File: src/pkg/sas_regs.svh
// Purpose: Register offsets, field positions, reset values and timing for the SAR sequencer
// Assumes: APB with 32-bit data, one aligned word per register
// Notes: Offsets are byte addresses
`ifndef SAS_REGS_SVH
`define SAS_REGS_SVH

// ----------------------------------------
// Register offsets
// ----------------------------------------
`define SAS_CTRL_OFS 12'h000
`define SAS_RESULT_OFS 12'h004
`define SAS_FLAG_OFS 12'h008
`define SAS_ENABLE_OFS 12'h00C
`define SAS_POWER_OFS 12'h010

// ----------------------------------------
// Control field positions
// ----------------------------------------
`define SAS_ON_BIT 0
`define SAS_GO_BIT 1
`define SAS_CHS_LO 2
`define SAS_CHS_HI 4
`define SAS_CKS_LO 5
`define SAS_CKS_HI 7

// ----------------------------------------
// Reset values and encodings
// ----------------------------------------
`define SAS_CTRL_RST 8'h00
`define SAS_RESULT_RST 8'h00
`define SAS_CHS_TEMP 3'h6
`define SAS_CHS_FREF 3'h7

// ----------------------------------------
// Timing: half bit periods per conversion (9.5 bit periods)
// ----------------------------------------
`define SAS_CONV_HALVES 5'h13
`define SAS_RC_DELAY_INSTR 1
`define SAS_INSTR_CYCLES 4

`endif

File: src/pkg/sas_pkg.sv
// Purpose: Types for the SAR sequencer
// Assumes: Nothing
// Notes: Constants live in sas_regs.svh
package sas_pkg;

    typedef enum logic [1:0] {
        SAS_IDLE,
        SAS_DELAY,
        SAS_CONV
    } sas_state_t;

    typedef struct packed {
        logic [2:0] clock_sel;
        logic [2:0] channel_sel;
        logic go;
        logic on;
    } sas_ctrl_t;

    typedef struct packed {
        logic [4:0] mux_onehot;
        logic sample;
        logic [7:0] trial;
    } sas_analog_t;

endpackage : sas_pkg

File: src/verilog/sas_sequencer.sv
// Purpose: Control and sequencing for an 8-bit SAR converter, APB slave
// Assumes: Comparator result synchronised here; dedicated RC clock given as a pin
// Notes: Half bit-period tick drives the approximation
//
// Behaviour
// - Successive approximation yields an 8-bit code stored in result register.
// - Channel select routes one of five sources to the sample-and-hold.
// - 000-010 pins, 110 temperature, 111 fixed reference, 011-101 nothing.
// - Supply is the only reference; fixed reference only as input channel.
// - Clock select picks /2,/4,/8,/16,/32,/64 or dedicated RC clock.
// - A conversion lasts nine and a half bit periods.
// - Completion flag sets on every conversion end regardless of enable.
// - Hardware never clears completion flag; software clears it.
// - Enabled completion raises interrupt, even asleep, and wakes the device.
// - Works only while converter on; writing go starts a conversion.
// - On finish clear go, set flag, load result.
// - Go cleared mid-conversion aborts; unresolved bits copy last resolved bit.
// - Reset returns all registers to reset values, aborting any conversion.
// - RC clock selected delays start by one instruction cycle.
// - Asleep with RC and interrupt disabled, power down after finishing.
// - Sleep with system-derived clock aborts conversion and powers down.
//
// The implementer's own choices: the register offsets and register access over APB.
`timescale 1ns/1ps
`include "sas_regs.svh"

module sas_sequencer
    import sas_pkg::*;
#(
    parameter int INSTR_CYCLES = `SAS_INSTR_CYCLES
) (
    // Clock and reset
    input wire logic clock,
    input wire logic srst,
    // APB slave
    input wire logic psel,
    input wire logic penable,
    input wire logic pwrite,
    input wire logic [11:0] paddr,
    input wire logic [31:0] pwdata,
    output logic [31:0] prdata,
    output logic pready,
    output logic pslverr,
    // Device status and analog side
    input wire logic sleep_mode,
    input wire logic rc_clock_pin,
    input wire logic comparator,
    output sas_analog_t analog,
    output logic converter_powered,
    output logic conv_irq
);

    sas_ctrl_t ctrl;
    sas_state_t state;
    logic [7:0] conversion_result_reg;
    logic conv_done_flag;
    logic conv_irq_enable;
    logic asleep_off;
    logic [1:0] cmp_sync;
    logic [1:0] rc_sync;
    logic rc_prev;
    logic [5:0] div_cnt;
    logic [5:0] div_max;
    logic half_tick;
    logic [4:0] halves;
    logic [2:0] bit_idx;
    logic [7:0] trial;
    logic [7:0] resolved;
    logic [7:0] abort_code;
    logic [7:0] delay_cnt;
    logic use_rc;
    logic wr;
    logic rd;
    logic go_write;
    logic go_clear_write;
    logic finish;
    logic abort;
    logic last_bit;

    // ----------------------------------------
    // Synchronisers
    // ----------------------------------------
    always_ff @(posedge clock) begin
        cmp_sync <= {cmp_sync[0], comparator};
        rc_sync <= {rc_sync[0], rc_clock_pin};
        rc_prev <= rc_sync[1];
    end

    // ----------------------------------------
    // Bus decode
    // ----------------------------------------
    assign wr = psel && penable && pwrite;
    assign rd = psel && !penable && !pwrite;
    assign go_write = wr && paddr == `SAS_CTRL_OFS && pwdata[`SAS_GO_BIT] && pwdata[`SAS_ON_BIT];
    assign go_clear_write = wr && paddr == `SAS_CTRL_OFS &&
        !(pwdata[`SAS_GO_BIT] && pwdata[`SAS_ON_BIT]);
    assign use_rc = ctrl.clock_sel[1:0] == 2'h3;

    // ----------------------------------------
    // Conversion clock divider
    // ----------------------------------------
    always_comb begin
        unique case (ctrl.clock_sel)
            3'h0: div_max = 6'h00;
            3'h4: div_max = 6'h01;
            3'h1: div_max = 6'h03;
            3'h5: div_max = 6'h07;
            3'h2: div_max = 6'h0F;
            3'h6: div_max = 6'h1F;
            default: div_max = 6'h00;
        endcase
    end

    always_ff @(posedge clock) begin
        if (srst || state != SAS_CONV || div_cnt == div_max) begin
            div_cnt <= 6'h00;
        end else begin
            div_cnt <= div_cnt + 6'h01;
        end
    end

    // Half bit period from divider or each RC edge
    assign half_tick = state == SAS_CONV &&
        (use_rc ? (rc_sync[1] != rc_prev) : div_cnt == div_max);

    assign last_bit = halves == `SAS_CONV_HALVES - 5'h01;
    assign finish = half_tick && last_bit;
    assign abort = state != SAS_IDLE && (go_clear_write || (sleep_mode && !use_rc));

    // ----------------------------------------
    // Sequencer state
    // ----------------------------------------
    always_ff @(posedge clock) begin
        if (srst) begin
            state <= SAS_IDLE;
            halves <= 5'h00;
            delay_cnt <= 8'h00;
        end else begin
            unique case (state)
                SAS_IDLE: begin
                    halves <= 5'h00;
                    if (go_write && ctrl.on && !asleep_off) begin
                        if (use_rc) begin
                            state <= SAS_DELAY;
                            delay_cnt <= 8'(INSTR_CYCLES * `SAS_RC_DELAY_INSTR - 1);
                        end else begin
                            state <= SAS_CONV;
                        end
                    end
                end
                SAS_DELAY: begin
                    if (abort || !ctrl.on) begin
                        state <= SAS_IDLE;
                    end else if (delay_cnt == 8'h00) begin
                        state <= SAS_CONV;
                    end else begin
                        delay_cnt <= delay_cnt - 8'h01;
                    end
                end
                SAS_CONV: begin
                    if (abort || finish || !ctrl.on) begin
                        state <= SAS_IDLE;
                    end else if (half_tick) begin
                        halves <= halves + 5'h01;
                    end
                end
            endcase
        end
    end

    // ----------------------------------------
    // Successive approximation
    // ----------------------------------------
    // Half 0 samples, then each bit takes two halves; compare on odd halves
    always_ff @(posedge clock) begin
        if (srst || state != SAS_CONV) begin
            trial <= 8'h80;
            resolved <= 8'h00;
            bit_idx <= 3'h7;
        end else if (half_tick && halves[0] && halves < 5'h11) begin
            resolved[bit_idx] <= cmp_sync[1];
            trial[bit_idx] <= cmp_sync[1];
            if (bit_idx != 3'h0) begin
                trial[bit_idx - 3'h1] <= 1'b1;
                bit_idx <= bit_idx - 3'h1;
            end
        end
    end

    // Unresolved bits copy the last resolved bit
    // Index stays at zero once bit 0 resolves, so halves tells the two apart
    always_comb begin
        abort_code = resolved;
        if (bit_idx == 3'h7) begin
            abort_code = 8'h00;
        end else if (bit_idx != 3'h0 || halves < 5'h10) begin
            for (int i = 0; i < 7; i++) begin
                if (3'(i) <= bit_idx) begin
                    abort_code[i] = resolved[bit_idx + 3'h1];
                end
            end
        end
    end

    // ----------------------------------------
    // Control register
    // ----------------------------------------
    always_ff @(posedge clock) begin
        if (srst) begin
            ctrl <= `SAS_CTRL_RST;
        end else begin
            if (wr && paddr == `SAS_CTRL_OFS) begin
                ctrl.clock_sel <= pwdata[`SAS_CKS_HI:`SAS_CKS_LO];
                ctrl.channel_sel <= pwdata[`SAS_CHS_HI:`SAS_CHS_LO];
                ctrl.on <= pwdata[`SAS_ON_BIT];
                ctrl.go <= pwdata[`SAS_GO_BIT] && pwdata[`SAS_ON_BIT] && ctrl.on && !asleep_off;
            end
            if (finish || (sleep_mode && !use_rc && state != SAS_IDLE)) begin
                ctrl.go <= 1'b0;
            end
        end
    end

    // ----------------------------------------
    // Result, flag and enable
    // ----------------------------------------
    always_ff @(posedge clock) begin
        if (srst) begin
            conversion_result_reg <= `SAS_RESULT_RST;
        end else if (finish) begin
            conversion_result_reg <= resolved;
        end else if (state == SAS_CONV && go_clear_write) begin
            conversion_result_reg <= abort_code;
        end
    end

    always_ff @(posedge clock) begin
        if (srst) begin
            conv_done_flag <= 1'b0;
        end else if (finish) begin
            conv_done_flag <= 1'b1;
        end else if (wr && paddr == `SAS_FLAG_OFS && !pwdata[0]) begin
            conv_done_flag <= 1'b0;
        end
    end

    always_ff @(posedge clock) begin
        if (srst) begin
            conv_irq_enable <= 1'b0;
            conv_irq <= 1'b0;
        end else begin
            if (wr && paddr == `SAS_ENABLE_OFS) begin
                conv_irq_enable <= pwdata[0];
            end
            conv_irq <= conv_done_flag && conv_irq_enable;
        end
    end

    // ----------------------------------------
    // Power in sleep
    // ----------------------------------------
    always_ff @(posedge clock) begin
        if (srst || !sleep_mode) begin
            asleep_off <= 1'b0;
        end else if (!use_rc && state != SAS_DELAY) begin
            asleep_off <= 1'b1;
        end else if (finish && !conv_irq_enable) begin
            asleep_off <= 1'b1;
        end
    end

    always_ff @(posedge clock) begin
        if (srst) begin
            converter_powered <= 1'b0;
            analog <= '0;
        end else begin
            converter_powered <= ctrl.on && !asleep_off;
            analog.sample <= state == SAS_CONV && halves == 5'h00;
            analog.trial <= trial;
            unique case (ctrl.channel_sel)
                3'h0: analog.mux_onehot <= 5'h01;
                3'h1: analog.mux_onehot <= 5'h02;
                3'h2: analog.mux_onehot <= 5'h04;
                `SAS_CHS_TEMP: analog.mux_onehot <= 5'h08;
                `SAS_CHS_FREF: analog.mux_onehot <= 5'h10;
                default: analog.mux_onehot <= 5'h00;
            endcase
        end
    end

    // ----------------------------------------
    // APB read and response
    // ----------------------------------------
    always_ff @(posedge clock) begin
        if (srst) begin
            prdata <= 32'h0000_0000;
            pready <= 1'b0;
            pslverr <= 1'b0;
        end else begin
            pready <= psel && !penable;
            pslverr <= psel && !penable && (paddr > `SAS_POWER_OFS || paddr[1:0] != 2'h0);
            if (rd) begin
                unique case (paddr)
                    `SAS_CTRL_OFS: prdata <= {24'h000000, ctrl};
                    `SAS_RESULT_OFS: prdata <= {24'h000000, conversion_result_reg};
                    `SAS_FLAG_OFS: prdata <= {31'h0, conv_done_flag};
                    `SAS_ENABLE_OFS: prdata <= {31'h0, conv_irq_enable};
                    `SAS_POWER_OFS: prdata <= {31'h0, converter_powered};
                    default: prdata <= 32'h0000_0000;
                endcase
            end
        end
    end

    // ----------------------------------------
    // Assertions
    // ----------------------------------------
    property p_done_sets_flag;
        @(posedge clock) disable iff (srst) finish |=> conv_done_flag && !ctrl.go;
    endproperty
    a_done_sets_flag: assert property (p_done_sets_flag) else $error("flag not set at end");

    property p_flag_sticky;
        @(posedge clock) disable iff (srst)
            conv_done_flag && !(wr && paddr == `SAS_FLAG_OFS) |=> conv_done_flag;
    endproperty
    a_flag_sticky: assert property (p_flag_sticky) else $error("flag cleared by hardware");

    property p_irq_follows;
        @(posedge clock) disable iff (srst)
            conv_done_flag && conv_irq_enable |=> conv_irq;
    endproperty
    a_irq_follows: assert property (p_irq_follows) else $error("irq missing");

    property p_rc_delay;
        @(posedge clock) disable iff (srst)
            state == SAS_IDLE && go_write && ctrl.on && !asleep_off && use_rc
            |=> state == SAS_DELAY;
    endproperty
    a_rc_delay: assert property (p_rc_delay) else $error("rc start not delayed");

    property p_sleep_abort;
        @(posedge clock) disable iff (srst)
            sleep_mode && !use_rc && state == SAS_CONV |=> state == SAS_IDLE ##1 !ctrl.go;
    endproperty
    a_sleep_abort: assert property (p_sleep_abort) else $error("sleep did not abort");

    property p_off_no_start;
        @(posedge clock) disable iff (srst)
            state == SAS_IDLE && !ctrl.on |=> state == SAS_IDLE;
    endproperty
    a_off_no_start: assert property (p_off_no_start) else $error("started while off");

    property p_go_busy;
        @(posedge clock) disable iff (srst)
            state == SAS_CONV && !$rose(state == SAS_CONV) && !abort |-> ctrl.go;
    endproperty
    a_go_busy: assert property (p_go_busy) else $error("go low while busy");

    property p_mux_ref;
        @(posedge clock) disable iff (srst)
            ctrl.channel_sel == `SAS_CHS_FREF |=> analog.mux_onehot == 5'h10;
    endproperty
    a_mux_ref: assert property (p_mux_ref) else $error("channel map wrong");

endmodule : sas_sequencer

File: config.mk
export PLATFORM = sky130hd
export DESIGN_NAME = sas_sequencer
export DESIGN_NICKNAME = d
export VERILOG_FILES = /design/src/pkg/sas_pkg.sv /design/src/verilog/sas_sequencer.sv
export VERILOG_INCLUDE_DIRS = /design/src /design/src/pkg
export SDC_FILE = /design/constraint.sdc
export NUM_CORES = 1
export LEC_CHECK = 0
export ABC_CLOCK_PERIOD_IN_PS = 5400
export BUFFER_PORTS_ARGS = -buffer_cell sky130_fd_sc_hd__buf_2
export CORE_UTILIZATION = 58
export CTS_CLUSTER_SIZE = 12
export DETAILED_ROUTE_END_ITERATION = 7
export PLACE_DENSITY = 0.92
export SYNTH_ARGS = -nofsm -noshare
export SYNTH_HDL_FRONTEND = slang
export SYNTH_SLANG_ARGS = --single-unit
File: constraint.sdc
create_clock -name clock -period 5.4 [get_ports clock]
set_clock_uncertainty 0.1 [all_clocks]
set_input_delay 0.27 -clock clock [delete_from_list [all_inputs] [get_ports clock]]
set_output_delay 0.27 -clock clock [all_outputs]
set_load 0.005 [all_outputs]
Word level (Yosys, flattened, before mapping)
Cells that the tools add are included.
- flip-flop bits (word level): 114
- bits of input ports: 52
- output and inout bits: 50
- word-level logic and storage cells: 189
- $add $sub $neg: 5
- order comparisons: 15
- equality and inequality tests: 30
- muxes and demuxes: 43
- bitwise operators: 1
- reduce and logical (&&, ||, !) cells: 69
- operators with widths (operator ; number):
    $mux W8 ; 7
    $pmux W5 S5 ; 2
    $pmux W8 S5 ; 1
    $logic_and A1 B1 Y1 ; 32
    $eq A12 B4 Y1 const B ; 2
    $eq A3 B3 Y1 const B ; 6
    $bwmux W8 ; 2
    $mux W1 ; 16
    $ne A2 B2 Y1 const B ; 8
    $pmux W8 S2 ; 1
    $mux W7 ; 2
    $reduce_bool A2 Y1 ; 7
    $eq A12 B3 Y1 const B ; 1
    $eq A12 B5 Y1 const B ; 1
    $gt A12 B5 Y1 const B ; 1
    $logic_not A12 Y1 ; 1
    $lt A3 B4 Y1 const B ; 3
    $logic_or A1 B1 Y1 ; 10
    $lt A5 B5 Y1 const B ; 2
    $mux W2 ; 5
    $mux W5 ; 2
    $pmux W5 S2 ; 1
    $le A3 B3 Y1 const A ; 3
    $logic_not A1 Y1 ; 9
    other kinds (30) ; 38

Longest topological paths before layout
Gate-level depths: netlist (run 1).
- depth in word-level cells: 10
- mapped depth: 10
- depth with buffers taken out: 9

Worst setup path before layout (run 1)
OpenSTA, ideal clock, no wires.
- path type: flip-flop to flip-flop
- start point: register bit_idx[0]
- end point: register conversion_result_reg[4]
- setup time: 0.127 ns
- arrival: 2.533 ns
- data required time: 5.173 ns
- path slack: 2.640 ns
- cell stages (with the launch flop): 10
- path buffers: 2
- period minus slack after synthesis: 2.760 ns
- cell sequence: dfxtp_1 -> clkbuf_1 -> clkinv_1 -> ha_1 -> clkbuf_1 -> mux4_2 -> mux2i_1 -> nand2_1 -> nor3b_1 -> o32ai_1
- longest elaborated chain between the ends: 8
- elaborated cells between the ends (all ways): 12
- those cells by class: 1 x add/sub; 1 x order compare; 1 x eq/ne; 7 x mux; 2 x reduce/logical
- RTL lines (element ; RTL line ; text):
    start: declaration ; sas_sequencer.sv:66 ; logic [2:0] bit_idx;
    start signal: assignment ; sas_sequencer.sv:185 ; bit_idx <= bit_idx - 3'h1;
    $add A3 B1 Y3 ; sas_sequencer.sv:199 ; abort_code[i] = resolved[bit_idx + 3'h1];
    $bmux W1 S3 ; sas_sequencer.sv:199 ;
    $mux W1 (implied by the code) ; sas_sequencer.sv:199 ;
    $mux W1 ; sas_sequencer.sv:198 ; if (3'(i) <= bit_idx) begin
    $mux W7 ; sas_sequencer.sv:196 ; end else if (bit_idx != 3'h0 || halves < 5'h10) begin
    $mux W7 (*) ; sas_sequencer.sv:194 ; if (bit_idx == 3'h7) begin
    $mux W8 (*) ; sas_sequencer.sv:232 ; end else if (state == SAS_CONV && go_clear_write) begin
    $mux W8 (*) ; sas_sequencer.sv:230 ; end else if (finish) begin
    end signal: assignment ; sas_sequencer.sv:229 ; conversion_result_reg <= `SAS_RESULT_RST;
    end signal: assignment ; sas_sequencer.sv:231 ; conversion_result_reg <= resolved;
    end signal: assignment ; sas_sequencer.sv:233 ; conversion_result_reg <= abort_code;
    end: declaration ; sas_sequencer.sv:55 ; logic [7:0] conversion_result_reg;
Mark *: on every way between the ends. The rest lies on a longest branch, timed or not. The select of a mux whose other input is x is not followed.
A chain may end at the register's enable or synchronous reset.

Worst setup path in the final report (run 1)
- start point: register ctrl[6] (netlist bit)
- end point: register bit_idx[0]
- longest elaborated chain between the ends: 8
- elaborated cells between the ends (all ways): 13
- those cells by class: 7 x eq/ne; 2 x mux; 4 x reduce/logical
- RTL lines (element ; RTL line ; text):
    start: declaration ; sas_sequencer.sv:53 ; sas_ctrl_t ctrl;
    start signal: assignment ; sas_sequencer.sv:210 ; ctrl <= `SAS_CTRL_RST;
    $eq A3 B3 Y1, or another cell as far along ; sas_sequencer.sv:103 ; unique case (ctrl.clock_sel)
    $pmux W5 S5 ; sas_sequencer.sv:103 ;
    $eq A6 B6 Y1 ; sas_sequencer.sv:124 ; (use_rc ? (rc_sync[1] != rc_prev) : div_cnt == div_max);
    $mux W1 (*) ; sas_sequencer.sv:124 ;
    $logic_and A1 B1 Y1 (*) ; sas_sequencer.sv:123 ; assign half_tick = state == SAS_CONV &&
    $logic_and A1 B1 Y1 (*) (2 in series) ; sas_sequencer.sv:180 ; end else if (half_tick && halves[0] && halves < 5'h11) begin
    $reduce_and A2 Y1 (no line) (*) ; n/a ;
Mark *: on every way between the ends. The rest lies on a longest branch, timed or not.

==> results of run 1 <==
-- path summary, 6_finish.rpt --
path	from	cells after the start	to	slack, ns
setup / recovery	ctrl[6]$_SDFFE_PP0N_	8	bit_idx[0]$_SDFFE_PP1P_	1.95
hold / removal	pwdata[4]	3	ctrl[4]$_SDFFE_PP0N_	0.04
setup reg to reg	ctrl[6]$_SDFFE_PP0N_	8	bit_idx[0]$_SDFFE_PP1P_	1.95
hold reg to reg	rc_sync[0]$_DFF_P_	0	rc_sync[1]$_DFF_P_	0.23
-- tightest hold or removal path, stage by stage --
cell and delay (ns):
buf_2 0.07, mux2i_1 0.06, nor2_1 0.08
-- cell families (layout without fill, tap and decap cells) --
logic type                 Yosys count  count (layout)  synth area share
DFF                                 90              90            0.3990
and+or+nand+nor                    194             194            0.2172
AOI/OAI and AO/OA                  112             112            0.1665
xor gates and xnor gates            18              18           0.03491
adders and majority gates           15              15           0.04156
other                                1              24         0.0008305
buffers and inverters               75              95           0.08507
muxes                               21              21           0.05486
-- repair_timing --
| action | 4_1_cts | 5_1_grt |
|---|---|---|
| hold buffers | 2 | 0 |
| hold endpoints to repair | 2 | 0 |
| gates resized for setup | 0 | 0 |
-- cell usage after synthesis (all sizes together) (3+ instances only) --
cell type	number
dfxtp	90
nor2	68
a21oi	31
buf	31
nand2	30
inv	24
o21ai	22
clkbuf	19
nand3	19
mux2i	18
ha	15
nor3	15
nor2b	13
xor2	12
o32ai	10
a211oi	8
a31oi	8
nand2b	7
and3	6
nand4	6
nor4	6
xnor2	6
o21ba	5
o22ai	5
o311ai	4
or3	4
and2	3
mux4	3
nand4b	3
nor3b	3
o41ai	3
-- power groups by stage --
stage / registers, mW / clock network, mW / logic (mW)
floorplan: 0.686 / 0 / 0.0447
global placement: 0.686 / 0 / 0.0490
detailed placement: 0.686 / 0 / 0.0507
CTS: 0.671 / 0.554 / 0.0521
global route: 0.672 / 0.583 / 0.0587
finish: 0.671 / 0.552 / 0.0535
-- per-stage QoR --
step,cell area (sq um),hold slack [ns]
floorplan,4602,0.1977
global placement,4701,0.2145
detailed placement,4701,0.2121
CTS,4961,0.03708
global route,4961,0.04671
finish,4961,0.03776
-- layout make-up --
class                           count  area share
Clock inverter                      4     0.01992
Multi-Input combinational cell    384      0.4870
Tap cell                           99     0.02497
Sequential cell                    90      0.3632
Clock buffer                       11     0.02850
Timing Repair Buffer               55     0.05750
Inverter                           25     0.01892
-- per-layer routing --
layer,track usage,routed length [um],vias up
met2,0.4402,5037,217
met3,0.06261,799,46
li1,-,-,1888
met5,0,0,-
met4,0.1398,378,0
met1,0.3093,4146,1847
==> impl_metrics.tcl, run 1 <==
set metrics [dict create \
    pre_cts_ws_ns 2.021 \
    grt_pass1_wl_um 17470 \
    drt-initial-drc-count 534 \
    grt_max_degree 48 \
    post-place-cells 651 \
    synth_top_area_share 0.3990 \
    antenna_cells 0 \
    final_common_cell "dfxtp_1" \
    power-per-cell-area_nw_per_um2 257.3 \
    rsz0062_at_grt "no" \
    synth_area_leaders "dfxtp_1 (40%), nor2_1 (5.7%), ha_1 (4.2%)" \
    p_sw_mw 0.2707 \
    viasPerCell 5.985 \
    synth.avg_cell_area_sq_um 8.585 \
    sw_frac_of_total 0.2120 \
    cp_max_fo 15 \
    fillers 572 \
    grt_pass1_vias 3823 \
    critPathKind "flip-flop to flip-flop" \
    root_buffer "clkbuf_8" \
    async_flop_share 0 \
    slew_headroom 0.2625 \
    die-area_sq_um 8142 \
    place_hpwl_um 7176 \
    worstPathArrival_ns 3.57 \
    layout.cells.non_filler 668 \
    ys_ff_latch 90 \
    syn_inst 526 \
    fin_util 0.6732 \
    dr.pass1.iters 6 \
    largest_reg_flops 14 \
    wl_per_cell_um 15.51 \
    p_int_mw 1.006 \
    drc_errors 0 \
    wirelength_um 10360 \
    grt_remaining_overflow 0 \
    power.total_mw 1.277 \
    ff_latch_area_sq_um 1802 \
    areaGrowthSynthToFinish_pct 9.864 \
    layout.nets 632 \
    critical_path_buf_inv_count 0 \
    cellLeakagePower_nw 1.900 \
    critPathTopFamily "compound AO/OA/AOI/OAI gates" \
    ios 102 \
    cp_cell_sequence "nand2b_1, o32ai_1, o21bai_1, a211o_1, a2111oi_4, o21ai_0, xnor2_1, nand2_1" \
    yosysUniqueCellTypes 57 \
    worstSetupStartpointType "flip-flop" \
    gp_congestion 0.9128 \
    numClockSinks 90 \
    worstPathRequired_ns 5.53 \
    finalWorstSetupSlack_ns 1.953 \
    yosysWarnings 0 \
    p_seq_frac 0.526 \
    syn-cell-area_sq_um 4516 \
    start_util 0.6127 \
    largest-register "analog" \
    combPwrFrac 0.042 \
    cts_setup_buffers 0 \
    ant_nets 0 \
    synth-edff-count 0 \
    drive_gt1_frac 0.1424 \
    cts_buffer_depth 2 \
    maxSlewViolCount 0 \
    synth_seq_area_share 0.3990 \
    pwr-share-clk 0.433 \
    synth_ff_type "dfxtp_1" \
    final_cell_mix "dfxtp_1 (90), nor2_1 (68), buf_2 (53), a21oi_1 (31), nand2_1 (30)" \
    finalCritPeriodShare 0.6383 \
    cts_buffers 9 \
    cap_viol_max_count 0 \
    status "completed" \
    max_freq_ghz 0.2901 \
    ir_worst_vdd_uv 152.4 \
    antenna_found_initial 0 \
    hold_violations 0 \
    path_clk_slew_ns 0.09 \
    crit_slowest_cell "a2111oi_4" \
    io_buffers 53 \
    die_h_um 90.24 \
    synth_top_cell_by_area "dfxtp_1" \
    row_count 31 \
    critical-path-max-stage-delay_ns 0.85 \
    grt_usage 0.2622 \
    core_sq_um 7370 \
    die_w_um 90.24 \
    cts_tree "built" \
    tightest_slew_ns 1.102 \
    hp-class "primary input to flip-flop" \
    clock_latency_ns 0.37 \
    num_vias 3998 \
    setup_viol 0 \
    multiInputGateArea_sq_um 2416 \
    fin_tns_setup_ns 0 \
    htreeDepth 3 \
    critical_path.endpoint_type "flip-flop" \
    period_needed_ns 3.447 \
]
(Power assumes the default switching activity.)
==> inputs of run 2 (changes only) <==
Settings changed: ABC_AREA set to 1, ABC_CLOCK_PERIOD_IN_PS 5400 to 3000, CORE_UTILIZATION 58 to 49, PLACE_DENSITY 0.92 to 0.83.
Clock period 5.4 ns to 3 ns, I/O delays scaled along.
==> impl_metrics.tcl, run 2 <==
set metrics [dict create \
    status "completed" \
    clock_latency_ns 0.36 \
    wirelength_um 10730 \
    power-per-cell-area_nw_per_um2 418.9 \
    synth-edff-count 0 \
    fin_util 0.5789 \
    wl_per_cell_um 12.84 \
    fillers 813 \
    drt-initial-drc-count 270 \
    maxSlewViolCount 0 \
    antenna_found_initial 0 \
    ys_ff_latch 90 \
    tightest_slew_ns 0.6875 \
    path_clk_slew_ns 0.09 \
    synth_area_leaders "dfxtp_1 (39%), nand2_1 (12%), a21oi_1 (7.2%)" \
    numClockSinks 90 \
    finalCritPeriodShare 0.7771 \
    final_cell_mix "nand2_1 (149), dfxtp_1 (90), inv_1 (75), nor2_1 (73), a21oi_1 (66)" \
    cts_setup_buffers 0 \
    setup_viol 0 \
    whs_ns 0.006332 \
    grt_usage 0.2318 \
    htreeDepth 3 \
    cellLeakagePower_nw 2.295 \
    areaGrowthSynthToFinish_pct 12.47 \
    dr.pass1.iters 7 \
    period_needed_ns 2.331 \
    fin_tns_setup_ns 0 \
    ctsResizeCount 0 \
    row_count 34 \
    die_w_um 98.65 \
    synth_seq_area_share 0.3937 \
    synth_top_area_share 0.3937 \
    largest-register "analog" \
    cts_buffers 9 \
    num_vias 4406 \
    yosysUniqueCellTypes 38 \
    async_flop_share 0 \
    crit_slowest_cell "dfxtp_1" \
    max_freq_ghz 0.4290 \
    syn_inst 660 \
    min_path_cells 3 \
    hold_buffers 9 \
    synth_common_cells "nand2_1 (149), dfxtp_1 (90), inv_1 (75)" \
    io_buffers 53 \
    hold_violations 0 \
    antenna_cells 0 \
    rrSetupSlack_ns 0.67 \
    critPathTopFamily "compound AO/OA/AOI/OAI gates" \
    crit_cells 10 \
    grt_max_degree 44 \
    grt_pass1_wl_um 18250 \
    cts_tree "built" \
    worstSetupStartpointType "flip-flop" \
    synth.avg_cell_area_sq_um 6.935 \
    grt_pass1_vias 3997 \
    final_common_cell "nand2_1" \
    cp_max_fo 7 \
    worstPathRequired_ns 3.13 \
    start_util 0.5148 \
    layout.nets 790 \
    root_buffer "clkbuf_8" \
    synth.most_common_cell "nand2_1" \
    critical_path.endpoint_type "flip-flop" \
    die_h_um 98.65 \
    die-area_sq_um 9731 \
    largest_reg_flops 14 \
    pre_cts_ws_ns 0.7448 \
    yosysWarnings 0 \
    slew_headroom 0.5381 \
    critical-path-max-stage-delay_ns 0.43 \
    core_sq_um 8891 \
    r2r_cells 10 \
    ios 102 \
    finalWorstSetupSlack_ns 0.6688 \
    syn-cell-area_sq_um 4577 \
    synth_top_cell_by_area "dfxtp_1" \
    critPathKind "flip-flop to flip-flop" \
    worstPathArrival_ns 2.46 \
    cts_buffer_depth 2 \
    cap_viol_max_count 0 \
    critical_path_buf_inv_count 2 \
    synth_ff_type "dfxtp_1" \
    drc_errors 0 \
    cp_cell_sequence "inv_1, ha_1, inv_1, a21oi_1, o21ai_0, nand2_1, o21ai_1, nand3_1, nand3_1, a21oi_1" \
    gp_congestion 0.8623 \
    viasPerCell 5.270 \
    ir_worst_vdd_uv 214.9 \
    place_hpwl_um 7761 \
    rsz0062_at_grt "no" \
    grt_remaining_overflow 0 \
    hp-class "primary input to flip-flop" \
    power.total_mw 2.156 \
    drive_gt1_frac 0.1250 \
    ant_nets 0 \
]
## run 2: cell types whose count changed in the layout (fill, tap and decap cells not counted), moves of 7 or more
cell,delta
nand2_1,+119
a21oi_1,+35
mux2i_1,-18
inv_1,+51
nand2b_1,-7
o32ai_1,-10
nand3_1,+32
nor2b_1,-13
a211oi_1,-8
o21ai_0,+8
dlygate4sd3_1,+7
## run 2: cell families after synthesis
group / Yosys count / share of synthesized area
AND/OR/NAND/NOR: 304 / 0.2799
AO/OA/AOI/OAI: 120 / 0.1454
buffers and inverters: 120 / 0.1200
flip-flops: 90 / 0.3937
adder cells (fa/ha/maj): 15 / 0.04101
XOR/XNOR: 10 / 0.01914
other: 1 / 0.0008193
## run 2: layout make-up
cell class | instances | area, sq um | area share
clock buffer | 10 | 127.6 | 0.02479
clock inverter | 6 | 66.31 | 0.01288
inverter | 81 | 304.0 | 0.05907
multi-input combinational | 473 | 2312 | 0.4492
sequential | 90 | 1802 | 0.3500
tap | 108 | 135.1 | 0.02625
timing repair buffer | 68 | 400.4 | 0.07778
## run 2: worst paths after layout
check                               start                               endpoint
setup / recovery  bit_idx[1]$_SDFFE_PP1P_  conversion_result_reg[3]$_SDFFE_PP0P_
hold reg to reg        rc_sync[0]$_DFF_P_                     rc_sync[1]$_DFF_P_
setup reg to reg  bit_idx[1]$_SDFFE_PP1P_  conversion_result_reg[3]$_SDFFE_PP0P_
hold / removal                  pwdata[2]                   ctrl[2]$_SDFFE_PP0N_
## run 2: tightest hold or removal path: cells and delay by family
| kind | cells | cell delay, ns |
|---|---|---|
| buffers and inverters | 1 | 0.08 |
| AOI/OAI and AO/OA | 2 | 0.20 |
## run 2: stage by stage
stage,cells,cell area (sq um)
after global placement,811,4863
final,836,5147
after floorplan,683,4663
after global routing,836,5147
after detailed placement,811,4863
after CTS,836,5147
## run 2: routing by layer
layer | up-vias | GRT usage | share of wire
li1 | 2225 | - | -
met1 | 2013 | 0.2880 | 0.44
met2 | 153 | 0.4101 | 0.50
met5 | - | 0 | 0
met4 | 0 | 0.08611 | 0.014
met3 | 15 | 0.03121 | 0.045
## run 2: power breakdown
| part | switching [mW] | internal, mW | leakage (nW) |
|---|---|---|---|
| Combinational | 0.0773 | 0.0414 | 1.48 |
| Clock | 0.442 | 0.387 | 0.0889 |
| Sequential | 0.00529 | 1.20 | 0.728 |
| Total | 0.525 | 1.63 | 2.30 |
